===== config.mk =====
export PLATFORM = sky130hd
export DESIGN_NAME = voice_message_command_handler
export DESIGN_NICKNAME = d
export VERILOG_FILES = /design/src/include/vmch_pkg.sv /design/src/verilog/voice_message_command_handler.sv
export VERILOG_INCLUDE_DIRS = /design/src /design/src/include
export SDC_FILE = /design/constraint.sdc
export NUM_CORES = 1
export LEC_CHECK = 0
export BUFFER_PORTS_ARGS = -buffer_cell sky130_fd_sc_hd__buf_4
export CAP_MARGIN = 15
export CORE_UTILIZATION = 35
export DETAILED_ROUTE_END_ITERATION = 6
export PLACE_DENSITY_LB_ADDON = 0.15
export SLEW_MARGIN = 20
export SYNTH_ARGS = -nofsm -noshare
export SYNTH_HDL_FRONTEND = slang
export SYNTH_SLANG_ARGS = --single-unit
export TNS_END_PERCENT = 100

===== constraint.sdc =====
create_clock -name clk_sys -period 3.3 [get_ports clk_sys]
set_input_delay 0.165 -clock clk_sys [delete_from_list [all_inputs] [get_ports clk_sys]]
set_output_delay 0.165 -clock clk_sys [all_outputs]
set_load 0.03 [all_outputs]

===== src/include/vmch_consts.svh =====
// Offsets, opcodes, field positions and reset values of the command handler
`ifndef VMCH_CONSTS_SVH
`define VMCH_CONSTS_SVH

// ==========================================================
// Register byte offsets
`define VMCH_OFF_CMD 8'h00
`define VMCH_OFF_ECHO 8'h04
`define VMCH_OFF_STATUS 8'h08
`define VMCH_OFF_CONFIG 8'h0C
`define VMCH_OFF_POINTER 8'h10
`define VMCH_OFF_TAG 8'h14

// ==========================================================
// Command opcodes
`define VMCH_OP_HALT 8'h00
`define VMCH_OP_LINE_CFG 8'h38
`define VMCH_OP_MSG_PTR 8'h30
`define VMCH_OP_TAG_WR 8'h05
`define VMCH_OP_WORD 8'h07
`define VMCH_OP_SPEED 8'h16
`define VMCH_OP_SENTENCE 8'h1F
`define VMCH_OP_SKIP 8'h22

// ==========================================================
// Argument values and limits
`define VMCH_LINE_ONE 8'h01
`define VMCH_LINE_BOTH 8'h03
`define VMCH_SPEED_MIN 8'hFA
`define VMCH_SPEED_MAX 8'h06
`define VMCH_SKIP_MAX 16'h0140
`define VMCH_PAGE_SHIFT 5
`define VMCH_SENT_ARG 8'h00

// ==========================================================
// Status word fields
`define VMCH_ST_NORMAL_END 0
`define VMCH_ST_BAD_ARG 1
`define VMCH_ST_INVALID_CTX 2
`define VMCH_ST_ECHO_VALID 3
`define VMCH_ST_PAUSED 4
`define VMCH_ST_STATE_LO 8
`define VMCH_ST_STATE_HI 9

// ==========================================================
// Config word fields and reset values
`define VMCH_CFG_CH1 0
`define VMCH_CFG_SPEED_LO 8
`define VMCH_CFG_SPEED_HI 15
`define VMCH_RST_SPEED 8'h00
`define VMCH_RST_BYTE 8'h00

// ==========================================================
// Bus answers
`define VMCH_RESP_OKAY 2'b00
`define VMCH_RESP_SLVERR 2'b10

`endif


===== src/include/vmch_pkg.sv =====
// Types shared by the command handler and its bench
package vmch_pkg;

	// ==========================================================
	// Device states, Gray coded along idle-open-synth-play
	typedef enum logic [1:0] {
		ST_IDLE = 2'b00,
		ST_MESSAGE_OPENED_STATE = 2'b01,
		ST_SYNTH = 2'b11,
		ST_PLAY = 2'b10
	} dev_state_e;

	typedef enum logic {
		P_OPCODE = 1'b0,
		P_PARAM = 1'b1
	} parse_state_e;

	// ==========================================================
	// Sticky completion and error flags
	typedef struct packed {
		logic invalidCtx;
		logic badArg;
		logic normalEnd;
	} flags_s;

	// Pair of line channel samples
	typedef struct packed {
		logic [15:0] line1;
		logic [15:0] line0;
	} line_pair_s;

endpackage


===== src/verilog/voice_message_command_handler.sv =====
// Command interpreter for message, synthesis and speed commands
`timescale 1ns/1ps
`include "vmch_consts.svh"

// What this block does
// - Line config command 0x38 takes one byte; every byte is echoed.
// - Line value 1 turns channel one off; value 3 turns it on.
// - With channel one on, recording sums both channels into one stream.
// - Playback goes to all active channels; channel zero always active.
// - Pointer command 0x30 sets pointer to page count times 32.
// - Pointer in idle opens the message; halt later closes it.
// - Offset past message end: completion event, pointer at end, idle.
// - Pointer and tag commands flag invalid context without a message.
// - Tag write command 0x05 applies two-byte tag to current message.
// - Tag write only clears bits; written ones are ignored.
// - Word command 0x07 plays indexed word and enters synthesis.
// - Word or sentence end: completion event, attention request, idle.
// - Undefined word or control code index sets bad argument.
// - Word and sentence flag invalid context without vocabulary.
// - Speed command 0x16 takes -6 to +6; others set bad argument.
// - Negative speed is faster, positive slower, monotonic.
// - Speed persists until changed and affects current playback.
// - Speed has no effect on uncompressed PCM data.
// - Sentence command 0x1F plays sentence; its argument is zero.
// - Undefined sentence index sets bad argument.
// - Skip command 0x22 takes two bytes, echoed; playback then pauses.
// - Halt command 0x00 aborts and returns to idle.
// - Skip length in 0.2 s units, at most 320, else bad argument.
module voice_message_command_handler #(
	parameter int PTR_W = 21,
	parameter logic [7:0] CTRL_CODE_BASE = 8'hF0
) (
	// Clock, reset, enable
	input wire logic clk_sys,
	input wire logic rstn,
	input wire logic ce,
	// AXI4-Lite slave
	input wire logic [7:0] awaddr,
	input wire logic awvalid,
	output logic awready,
	input wire logic [31:0] wdata,
	input wire logic [3:0] wstrb,
	input wire logic wvalid,
	output logic wready,
	output logic [1:0] bresp,
	output logic bvalid,
	input wire logic bready,
	input wire logic [7:0] araddr,
	input wire logic arvalid,
	output logic arready,
	output logic [31:0] rdata,
	output logic [1:0] rresp,
	output logic rvalid,
	input wire logic rready,
	// Message store
	input wire logic msgDefined,
	input wire logic [PTR_W-1:0] msgLength,
	input wire logic [15:0] msgTag,
	input wire logic msgIsPcm,
	output logic [PTR_W-1:0] msgPointer,
	output logic tagWrite,
	output logic [15:0] tagValue,
	// Vocabulary and synthesis engine
	input wire logic vocabSelected,
	input wire logic [7:0] wordCount,
	input wire logic [7:0] sentenceCount,
	input wire logic synthDone,
	output logic synthStart,
	output logic synthIsSentence,
	output logic [7:0] synthIndex,
	output logic [7:0] synthArg,
	// Playback engine
	input wire logic playStart,
	input wire logic skipHitEnd,
	output logic skipStart,
	output logic [15:0] skipLength,
	output logic playPaused,
	output logic [7:0] speedOut,
	output logic abortCmd,
	// Line channels
	input wire vmch_pkg::line_pair_s lineIn,
	input wire logic [15:0] playSample,
	output logic [16:0] recSample,
	output vmch_pkg::line_pair_s lineOut,
	output logic ch1Active,
	// Host
	output logic hostAttention,
	output vmch_pkg::dev_state_e devState
);

	// ==========================================================
	// Bus slave
	logic awHeld, wHeld;
	logic [7:0] awAddrQ;
	logic [31:0] wDataQ;
	logic [3:0] wStrbQ;

	wire awFire = awvalid & awready;
	wire wFire = wvalid & wready;
	wire arFire = arvalid & arready;
	wire doWrite = awHeld & wHeld & ~bvalid;
	wire next_awHeld = ~doWrite & (awHeld | awFire);
	wire next_wHeld = ~doWrite & (wHeld | wFire);
	wire next_bvalid = doWrite | (bvalid & ~bready);
	wire next_rvalid = arFire | (rvalid & ~rready);

	function automatic logic mapped(input logic [7:0] a);
		mapped = (a == `VMCH_OFF_CMD) || (a == `VMCH_OFF_ECHO) ||
			(a == `VMCH_OFF_STATUS) || (a == `VMCH_OFF_CONFIG) ||
			(a == `VMCH_OFF_POINTER) || (a == `VMCH_OFF_TAG);
	endfunction

	always_ff @(posedge clk_sys or negedge rstn) begin
		if (!rstn) begin
			awHeld <= 1'b0;
			wHeld <= 1'b0;
			awAddrQ <= 8'h00;
			wDataQ <= 32'h0000_0000;
			wStrbQ <= 4'h0;
			awready <= 1'b0;
			wready <= 1'b0;
			bvalid <= 1'b0;
			bresp <= `VMCH_RESP_OKAY;
		end else if (ce) begin
			awHeld <= next_awHeld;
			wHeld <= next_wHeld;
			if (awFire) begin
				awAddrQ <= awaddr;
			end
			if (wFire) begin
				wDataQ <= wdata;
				wStrbQ <= wstrb;
			end
			awready <= ~next_awHeld & ~next_bvalid;
			wready <= ~next_wHeld & ~next_bvalid;
			bvalid <= next_bvalid;
			if (doWrite) begin
				bresp <= mapped(awAddrQ) ? `VMCH_RESP_OKAY :
					`VMCH_RESP_SLVERR;
			end
		end
	end

	// ==========================================================
	// Command byte parser
	vmch_pkg::parse_state_e pState;
	logic [7:0] opcode, firstByte, echoByte;
	logic [1:0] remain;
	logic echoValid;
	vmch_pkg::flags_s flags;

	function automatic logic [1:0] paramCount(input logic [7:0] op);
		case (op)
		`VMCH_OP_LINE_CFG, `VMCH_OP_WORD, `VMCH_OP_SPEED,
		`VMCH_OP_SENTENCE: paramCount = 2'd1;
		`VMCH_OP_MSG_PTR, `VMCH_OP_TAG_WR, `VMCH_OP_SKIP:
			paramCount = 2'd2;
		default: paramCount = 2'd0;
		endcase
	endfunction

	wire byteIn = doWrite & (awAddrQ == `VMCH_OFF_CMD) & wStrbQ[0];
	wire [7:0] byteVal = wDataQ[7:0];
	wire isOpByte = (pState == vmch_pkg::P_OPCODE);
	wire [1:0] opParams = paramCount(byteVal);
	wire lastByte = byteIn & (isOpByte ? (opParams == 2'd0) :
		(remain == 2'd1));
	wire [7:0] curOp = isOpByte ? byteVal : opcode;
	wire [7:0] arg8 = byteVal;
	wire [15:0] arg16 = {firstByte, byteVal};

	always_ff @(posedge clk_sys or negedge rstn) begin
		if (!rstn) begin
			pState <= vmch_pkg::P_OPCODE;
			opcode <= `VMCH_RST_BYTE;
			firstByte <= `VMCH_RST_BYTE;
			remain <= 2'd0;
			echoByte <= `VMCH_RST_BYTE;
			echoValid <= 1'b0;
		end else if (ce && byteIn) begin
			echoByte <= byteVal;
			echoValid <= 1'b1;
			if (lastByte) begin
				pState <= vmch_pkg::P_OPCODE;
			end else if (isOpByte) begin
				pState <= vmch_pkg::P_PARAM;
				opcode <= byteVal;
				remain <= opParams;
			end else begin
				firstByte <= byteVal;
				remain <= remain - 2'd1;
			end
		end
	end

	// ==========================================================
	// Command decode
	wire exec = lastByte;
	wire isIdle = (devState == vmch_pkg::ST_IDLE);
	wire [PTR_W-1:0] reqOffset =
		PTR_W'({5'h00, arg16} << `VMCH_PAGE_SHIFT);
	wire pastEnd = reqOffset > msgLength;
	wire signed [7:0] speedArg = arg8;
	wire speedOk = (speedArg >= $signed(`VMCH_SPEED_MIN)) &&
		(speedArg <= $signed(`VMCH_SPEED_MAX));
	wire wordOk = (arg8 < wordCount) && (arg8 < CTRL_CODE_BASE);
	wire sentOk = arg8 < sentenceCount;
	wire lineOk = (arg8 == `VMCH_LINE_ONE) || (arg8 == `VMCH_LINE_BOTH);

	wire doHalt = exec & (curOp == `VMCH_OP_HALT);
	wire doLine = exec & (curOp == `VMCH_OP_LINE_CFG);
	wire doPtr = exec & (curOp == `VMCH_OP_MSG_PTR);
	wire doTag = exec & (curOp == `VMCH_OP_TAG_WR);
	wire doWord = exec & (curOp == `VMCH_OP_WORD);
	wire doSpeed = exec & (curOp == `VMCH_OP_SPEED);
	wire doSent = exec & (curOp == `VMCH_OP_SENTENCE);
	wire doSkip = exec & (curOp == `VMCH_OP_SKIP);

	wire ptrGo = doPtr & msgDefined;
	wire tagGo = doTag & msgDefined;
	wire wordGo = doWord & vocabSelected & wordOk;
	wire sentGo = doSent & vocabSelected & sentOk;
	wire skipOk = arg16 <= `VMCH_SKIP_MAX;
	wire skipGo = doSkip & skipOk & (devState == vmch_pkg::ST_PLAY);
	wire synthEnd = synthDone & (devState == vmch_pkg::ST_SYNTH);
	wire playEndHit = skipHitEnd & (devState == vmch_pkg::ST_PLAY);

	// ==========================================================
	// Sticky flags, set wins over software clear
	wire statusClr = doWrite & (awAddrQ == `VMCH_OFF_STATUS) & wStrbQ[0];
	wire [2:0] clrMask = statusClr ?
		{wDataQ[`VMCH_ST_INVALID_CTX], wDataQ[`VMCH_ST_BAD_ARG],
		wDataQ[`VMCH_ST_NORMAL_END]} : 3'b000;
	wire setInvalid = (doPtr & ~msgDefined) | (doTag & ~msgDefined) |
		((doWord | doSent) & ~vocabSelected);
	wire setBadArg = (doSpeed & ~speedOk) | (doLine & ~lineOk) |
		(doSkip & ~skipOk) | (doWord & vocabSelected & ~wordOk) |
		(doSent & vocabSelected & ~sentOk);
	wire setNormal = synthEnd | (ptrGo & pastEnd) | playEndHit;
	wire [2:0] next_flags = (flags & ~clrMask) |
		{setInvalid, setBadArg, setNormal};

	// ==========================================================
	// Device state
	vmch_pkg::dev_state_e next_state;
	always_comb begin
		next_state = devState;
		case (devState)
		vmch_pkg::ST_IDLE: begin
			if (ptrGo && !pastEnd) begin
				next_state = vmch_pkg::ST_MESSAGE_OPENED_STATE;
			end else if (wordGo || sentGo) begin
				next_state = vmch_pkg::ST_SYNTH;
			end else if (playStart) begin
				next_state = vmch_pkg::ST_PLAY;
			end
		end
		vmch_pkg::ST_MESSAGE_OPENED_STATE: begin
			if (ptrGo && pastEnd) begin
				next_state = vmch_pkg::ST_IDLE;
			end
		end
		vmch_pkg::ST_SYNTH: begin
			if (synthEnd) begin
				next_state = vmch_pkg::ST_IDLE;
			end
		end
		vmch_pkg::ST_PLAY: begin
			if (playEndHit) begin
				next_state = vmch_pkg::ST_IDLE;
			end
		end
		default: next_state = vmch_pkg::ST_IDLE;
		endcase
		if (doHalt) begin
			next_state = vmch_pkg::ST_IDLE;
		end
	end

	// ==========================================================
	// Command effects
	logic signed [7:0] speedSet;
	always_ff @(posedge clk_sys or negedge rstn) begin
		if (!rstn) begin
			devState <= vmch_pkg::ST_IDLE;
			flags <= 3'b000;
			ch1Active <= 1'b0;
			msgPointer <= '0;
			speedSet <= `VMCH_RST_SPEED;
			tagValue <= 16'h0000;
			tagWrite <= 1'b0;
			synthStart <= 1'b0;
			synthIsSentence <= 1'b0;
			synthIndex <= `VMCH_RST_BYTE;
			synthArg <= `VMCH_RST_BYTE;
			skipStart <= 1'b0;
			skipLength <= 16'h0000;
			playPaused <= 1'b0;
			abortCmd <= 1'b0;
		end else if (ce) begin
			devState <= next_state;
			flags <= next_flags;
			tagWrite <= tagGo;
			synthStart <= (wordGo | sentGo) & isIdle;
			skipStart <= skipGo;
			abortCmd <= doHalt;
			if (doLine && lineOk) begin
				ch1Active <= (arg8 == `VMCH_LINE_BOTH);
			end
			if (ptrGo) begin
				msgPointer <= pastEnd ? msgLength : reqOffset;
			end
			if (tagGo) begin
				tagValue <= msgTag & arg16;
			end
			if (doSpeed && speedOk) begin
				speedSet <= speedArg;
			end
			if ((wordGo || sentGo) && isIdle) begin
				synthIsSentence <= sentGo;
				synthIndex <= arg8;
				synthArg <= `VMCH_SENT_ARG;
			end
			if (skipGo) begin
				skipLength <= arg16;
			end
			if (skipGo) begin
				playPaused <= 1'b1;
			end else if (next_state != vmch_pkg::ST_PLAY) begin
				playPaused <= 1'b0;
			end
		end
	end

	// Attention follows the pending completion event
	assign hostAttention = flags.normalEnd;

	// ==========================================================
	// Speed and line datapath
	// Speed is passed as a signed step; the decoder maps lower to faster
	wire [7:0] next_speed = msgIsPcm ? `VMCH_RST_SPEED : speedSet;
	wire [16:0] sumRec = {lineIn.line0[15], lineIn.line0} +
		{lineIn.line1[15], lineIn.line1};
	wire [16:0] next_rec = ch1Active ? sumRec :
		{lineIn.line0[15], lineIn.line0};

	always_ff @(posedge clk_sys or negedge rstn) begin
		if (!rstn) begin
			speedOut <= `VMCH_RST_SPEED;
			recSample <= 17'h0_0000;
			lineOut <= 32'h0000_0000;
		end else if (ce) begin
			speedOut <= next_speed;
			recSample <= next_rec;
			lineOut.line0 <= playSample;
			lineOut.line1 <= ch1Active ? playSample : 16'h0000;
		end
	end

	// ==========================================================
	// Register read path
	wire [31:0] statusWord = {22'h00_0000, devState, 3'b000,
		playPaused, echoValid, flags};
	wire [31:0] configWord = {16'h0000, speedSet, 7'h00, ch1Active};
	wire [31:0] readMux =
		(araddr == `VMCH_OFF_ECHO) ? {24'h00_0000, echoByte} :
		(araddr == `VMCH_OFF_STATUS) ? statusWord :
		(araddr == `VMCH_OFF_CONFIG) ? configWord :
		(araddr == `VMCH_OFF_POINTER) ? 32'(msgPointer) :
		(araddr == `VMCH_OFF_TAG) ? {16'h0000, tagValue} :
		32'h0000_0000;

	always_ff @(posedge clk_sys or negedge rstn) begin
		if (!rstn) begin
			arready <= 1'b0;
			rvalid <= 1'b0;
			rdata <= 32'h0000_0000;
			rresp <= `VMCH_RESP_OKAY;
		end else if (ce) begin
			arready <= ~next_rvalid;
			rvalid <= next_rvalid;
			if (arFire) begin
				rdata <= readMux;
				rresp <= mapped(araddr) ? `VMCH_RESP_OKAY :
					`VMCH_RESP_SLVERR;
			end
		end
	end

endmodule // voice_message_command_handler


==> qor.yml, run 1 <==
finalPower_w: 0.00819
p_sw_frac: 0.330
synth_edf_count: 0
cts_resized: 0
place_inst: 1764
place_ws_ps: 346
crit_path_end_kind: "flip-flop"
synth-seq-cells: 213
tightest_slew_ps: 880
maxClockFrequency_mhz: 332
post_drt_wl_per_cell_um: 18.4
die_x_um: 180
slowest_delay_ps: 570
status: "finished, violations left"
area_growth_pct: 40.2
grt_overflow: 0
rsz0062_at_grt: "false"
crit_type: "reg -> reg"
gp_congestion: 0.898
ys.flop_type: "dfrtp_1"
start_kind: "flip-flop"
grt_start_max_net_pins: 116
yosysWarnings: 0
drive_gt1_frac: 0.309
fin_ws_ps: 288
die_y_um: 180
maxCapViolCount: 0
cts_sinks: 213
r2r_cells: 9
required_ps: 3770
hold_depth: 3
yosysTopAreaCell: "dfrtp_1"
cts_made_buffers: 25
finalCritPeriodShare: 0.913
drc: 40
post-route-util: 0.504
violations: "design-rule violations"
synth_most_common_cell: "dfrtp_1"
clkPwrFrac: 0.341
clkLatencyLatePin_ps: 540
ys_seq_area_frac: 0.481
antenna_found_initial: 0
fin_skew_ps: 21.9
p_int_w: 0.00549
initial_core_util: 0.359
path_clk_slew_ps: 60
drtIter0Drc: 625
vias: 9604
synth_common_cells: "dfrtp_1 (213), nand2_1 (126), o21ai_0 (107)"
finalHoldViolCount: 0
slew_headroom: 0.414
synth_top_area_frac: 0.481
period_minus_slack_ps: 3010
cts_tree: "built"
finalWirelength_um: 34900
stdcell_count: 1899
grt_pass1_wl_um: 55100
viasPerCell: 5.06
async_reset_ff_frac: 1.00
finalSetupTns_ps: 0
synth_cells: 1094
ctsLongestPathBuffers: 3
critPathSlowestCell: "or4_4"
crit_chain: "buf_4, nor3b_1, a32o_1, nor3_1, o211ai_1, a21o_1, or4_4, or3_1, nand2_1"
yosysUniqueCellTypes: 69
grt.total_usage: 0.216
cts_hold_buffers: 92
core_region_area_mm2: 0.0308
ir_drop_uv: 409
htree_levels: 1
postCtsSetupRepairBufs: 0
final_nets: 1702
powerDensity_mw_per_mm2: 528
ant_nets: 0
worstHoldPathType: "in -> reg"
io_pins: 344
seq_power_share: 0.378
p_switching_w: 0.00270
cp.arrival_ps: 3480
cp_max_fo: 12
comb_power_share: 0.281
drtPass1Iterations: 7
power.leakage_nw: 7.51
dieArea_mm2: 0.0324
setup_violations: 0
hpwlAfterDp_um: 25400
portBuffers: 295
avgSynthCellArea_um2: 10.1
num_rows: 64
cts_root_buf: "clkbuf_16"
fill_cells: 2873
grt_pass1_vias: 9491
slew_viol_final: 0
diodes: 0
syn_area_mm2: 0.0111
synth_area_leaders: "dfrtp_1 (48%), mux2_2 (7.8%), ha_1 (5.3%), o21ai_0 (4.8%), nand2_1 (4.3%)"
-- power groups by stage --
stage	Sequential, W	Combinational [W]	Clock, W
after detailed placement	0.00314	0.00221	0
after CTS	0.00309	0.00231	0.00289
after floorplan	0.00324	0.00121	0
final	0.00309	0.00230	0.00280
after global placement	0.00313	0.00218	0
after global routing	0.00312	0.00253	0.00298
-- cell usage in the layout, fill, tap and decap left out, types with 12 or more instances in the layout --
| master | synthesis | final |
|---|---|---|
| dlygate4sd3_1 | 0 | 92 |
| nor2b_1 | 17 | 17 |
| ha_1 | 47 | 47 |
| a222oi_1 | 12 | 12 |
| mux2i_1 | 31 | 31 |
| a21oi_1 | 46 | 45 |
| nor3_1 | 16 | 15 |
| nand3_1 | 29 | 29 |
| mux2_2 | 77 | 77 |
| o21ai_0 | 107 | 107 |
| buf_4 | 25 | 326 |
| conb_1 | 1 | 21 |
| nor2_1 | 43 | 43 |
| inv_1 | 76 | 76 |
| clkbuf_16 | 0 | 25 |
| nand2_1 | 126 | 126 |
| dfrtp_1 | 213 | 213 |
-- cells by family after synthesis --
logic type / Yosys count / share of synthesized area
other: 1 / 0.000339
buffers and inverters: 153 / 0.0616
and+or+nand+nor: 298 / 0.133
DFF: 213 / 0.481
adders and majority gates: 48 / 0.0549
AOI/OAI and AO/OA: 252 / 0.142
xor gates and xnor gates: 14 / 0.0111
muxes: 115 / 0.115
-- final cells by class --
| class | instances | area (um2) | area share |
|---|---|---|---|
| multi-input combinational | 748 | 5150 | 0.332 |
| sequential | 213 | 5330 | 0.343 |
| tap | 396 | 495 | 0.0319 |
| clock inverter | 7 | 103 | 0.00661 |
| inverter | 77 | 289 | 0.0186 |
| timing repair buffer | 422 | 3440 | 0.222 |
| clock buffer | 36 | 717 | 0.0462 |
-- critical path: cells and delay by family, from the launching register on --
kind | cells | cell delay (ps)
simple gates | 5 | 1360
flops | 1 | 520
buf+inv | 1 | 280
compound gates | 3 | 770
-- final timing paths --
path	from	end	slack, ps
setup / recovery	wDataQ[2]	synthIsSentence	290
hold / removal	lineIn[14]	recSample[14]	50
setup reg to reg	wDataQ[2]	synthIsSentence	290
hold reg to reg	bresp[1]	bresp[1]	480
max in group asynchronous	rstn	lineOut[18]	2140
min in group asynchronous	rstn	synthIndex[1]	260
-- state kept, by name, indices dropped and copies added, names as in the netlist, 16 cells and up --
register    cells
rdata          21
recSample      17
tagValue       16
lineOut        32
skipLength     16
msgPointer     21
-- through the flow --
stage | cell area, um2 | hold WS [ps]
2_1_floorplan | 11200 | -131
3_3_place_gp | 13800 | 299
3_5_place_dp | 13800 | 310
4_1_cts | 15500 | 21.5
5_1_grt | 15500 | 67.5
6_report | 15500 | 45.3
-- layer usage --
metal  vias up  wire length (um)  track usage
met5         -                 0            0
met4         0               860       0.0583
met3        60              1940       0.0298
met2       308             16200        0.351
met1      4621             15900        0.301
li1       4615                 -            -
Note: power is estimated with default switching activity, not from simulation.
==> inputs of run 2 (changes only) <==
--- a/config.mk
+++ b/config.mk
@@ -11,6 +11,7 @@
 export CORE_UTILIZATION = 35
 export DETAILED_ROUTE_END_ITERATION = 6
 export PLACE_DENSITY_LB_ADDON = 0.15
+export RECOVER_POWER = 100
 export SLEW_MARGIN = 20
 export SYNTH_ARGS = -nofsm -noshare
 export SYNTH_HDL_FRONTEND = slang
==> qor.yml, run 2 (same netlist as run 1, synthesis figures left out) <==
drtIter0Drc: 681
multiInputGateArea_mm2: 0.00511
dieArea_mm2: 0.0324
num_rows: 64
cp.arrival_ps: 3470
vias: 9632
maxClockFrequency_mhz: 324
slew_viol_final: 146
antenna_found_initial: 0
grt_pass1_vias: 9491
grt_overflow: 0
finalWirelength_um: 35000
htree_levels: 1
grt.total_usage: 0.216
diodes: 0
tightest_slew_ps: 2570
largest_register: "lineOut"
top_regs: "lineOut (32), msgPointer (21), rdata (21)"
period_minus_slack_ps: 3080
layout_commonest_cell: "dfrtp_1"
cts_resized: 0
rr_endpoint: "tagValue[11]"
largest_register_ffs: 32
reg2reg_from: "wDataQ[3]"
p_sw_frac: 0.332
worstHoldPathType: "in -> reg"
finalSetupTns_ps: 0
status: "finished, violations left"
final_cell_mix: "dfrtp_1 (213), clkbuf_1 (168), buf_4 (159)"
r2r_setup_slack_ps: 220
die_y_um: 180
r2r_cells: 10
cts_root_buf: "clkbuf_16"
area_growth_pct: 34.2
fin_skew_ps: 18.5
hpwlAfterDp_um: 25400
start_kind: "flip-flop"
hold_depth: 3
finalHoldViolCount: 0
initial_core_util: 0.359
crit_type: "reg -> reg"
io_pins: 344
drtPass1Iterations: 7
required_ps: 3690
powerDensity_mw_per_mm2: 546
comb_power_share: 0.274
cp_max_fo: 33
gp_congestion: 0.898
cts_sinks: 213
p_switching_w: 0.00269
rsz0062_at_grt: "false"
cts_made_buffers: 25
place_ws_ps: 346
fin_ws_ps: 217
ant_nets: 0
worst_hold_path.endpoint: "recSample[14]"
p_int_w: 0.00541
viasPerCell: 5.07
setup_violations: 0
portBuffers: 295
whs_ps: 45.0
power.leakage_nw: 6.83
clkLatencyLatePin_ps: 540
slew_headroom: -0.711
grt_start_max_net_pins: 116
grt_pass1_wl_um: 55100
ctsLongestPathBuffers: 3
drc: 34
seq_power_share: 0.381
drive_gt1_frac: 0.196
crit_path_end_kind: "flip-flop"
post_drt_wl_per_cell_um: 18.4
ir_drop_uv: 405
post-route-util: 0.482
violations: "design-rule violations, max-capacitance violations, max-slew violations"
fill_cells: 3049
maxCapViolCount: 2
path_clk_slew_ps: 60
finalCritPeriodShare: 0.934
clkPwrFrac: 0.345
register_area_mm2: 0.00533
die_x_um: 180
core_region_area_mm2: 0.0308
cts_tree: "built"
hp-start: "lineIn[14]"
final_nets: 1702
==> run 2: cell types whose count changed in the layout (fill, tap and decap cells not counted), moves of 2 or more <==
cell	previous run	this run
mux2_4	6	0
mux2_1	1	7
clkbuf_4	0	3
clkbuf_1	6	168
buf_2	0	2
buf_4	326	159
==> run 2: worst max-delay path by stage <==
stage	end	start	slack [ps]
after floorplan	synthIndex[0]	wDataQ[4]	600
after global placement	synthIsSentence	wDataQ[2]	320
after detailed placement	synthIsSentence	wDataQ[2]	350
after CTS	synthIsSentence	wDataQ[2]	300
after global routing	firstByte[4]	awAddrQ[0]	50
final	tagValue[11]	wDataQ[3]	220
==> run 2: per-layer routing <==
layer	track usage	part of all wire	up-vias
met3	0.0298	0.056	62
met5	0	0	-
li1	-	-	4623
met1	0.301	0.46	4607
met2	0.351	0.46	340
met4	0.0583	0.026	0
==> run 2: per-stage QoR <==
stage	cells	power (W)	instance area, um2
5_1_grt	1899	0.00855	14900
4_1_cts	1899	0.00829	15500
2_1_floorplan	1114	0.00444	11200
3_3_place_gp	1764	0.00531	13800
3_5_place_dp	1764	0.00535	13800
6_report	1899	0.00811	14900
==> run 2: power by group through the flow <==
stage,clock network [W],registers [W],logic (W)
2_1_floorplan,0,0.00324,0.00121
3_3_place_gp,0,0.00313,0.00218
3_5_place_dp,0,0.00314,0.00221
4_1_cts,0.00289,0.00309,0.00231
5_1_grt,0.00298,0.00312,0.00245
6_report,0.00280,0.00309,0.00222
==> run 2: what timing repair did <==
| item | 4_1_cts | 5_1_grt |
|---|---|---|
| buffers inserted | 0 | 0 |
| hold buffers | 92 | 0 |
| endpoints found under the hold margin | 221 | 0 |
==> run 2: final cells by class <==
type / instances / share of cell area
inverters: 77 / 0.0194
well taps: 396 / 0.0333
clock buffers: 36 / 0.0482
repair buffers: 422 / 0.190
multi-input cells: 748 / 0.344
flip-flops and latches: 213 / 0.359
clock inverters: 7 / 0.00690
==> run 2: critical path: stages (launching register included) <==
cell       delay, ps
dfrtp_1          620
buf_4            250
xnor2_1           70
a32o_1           270
a2111oi_1        560
or2_0            200
and2_1           220
nand4_1          150
buf_2            360
nand2_1          130
o21ai_0           90
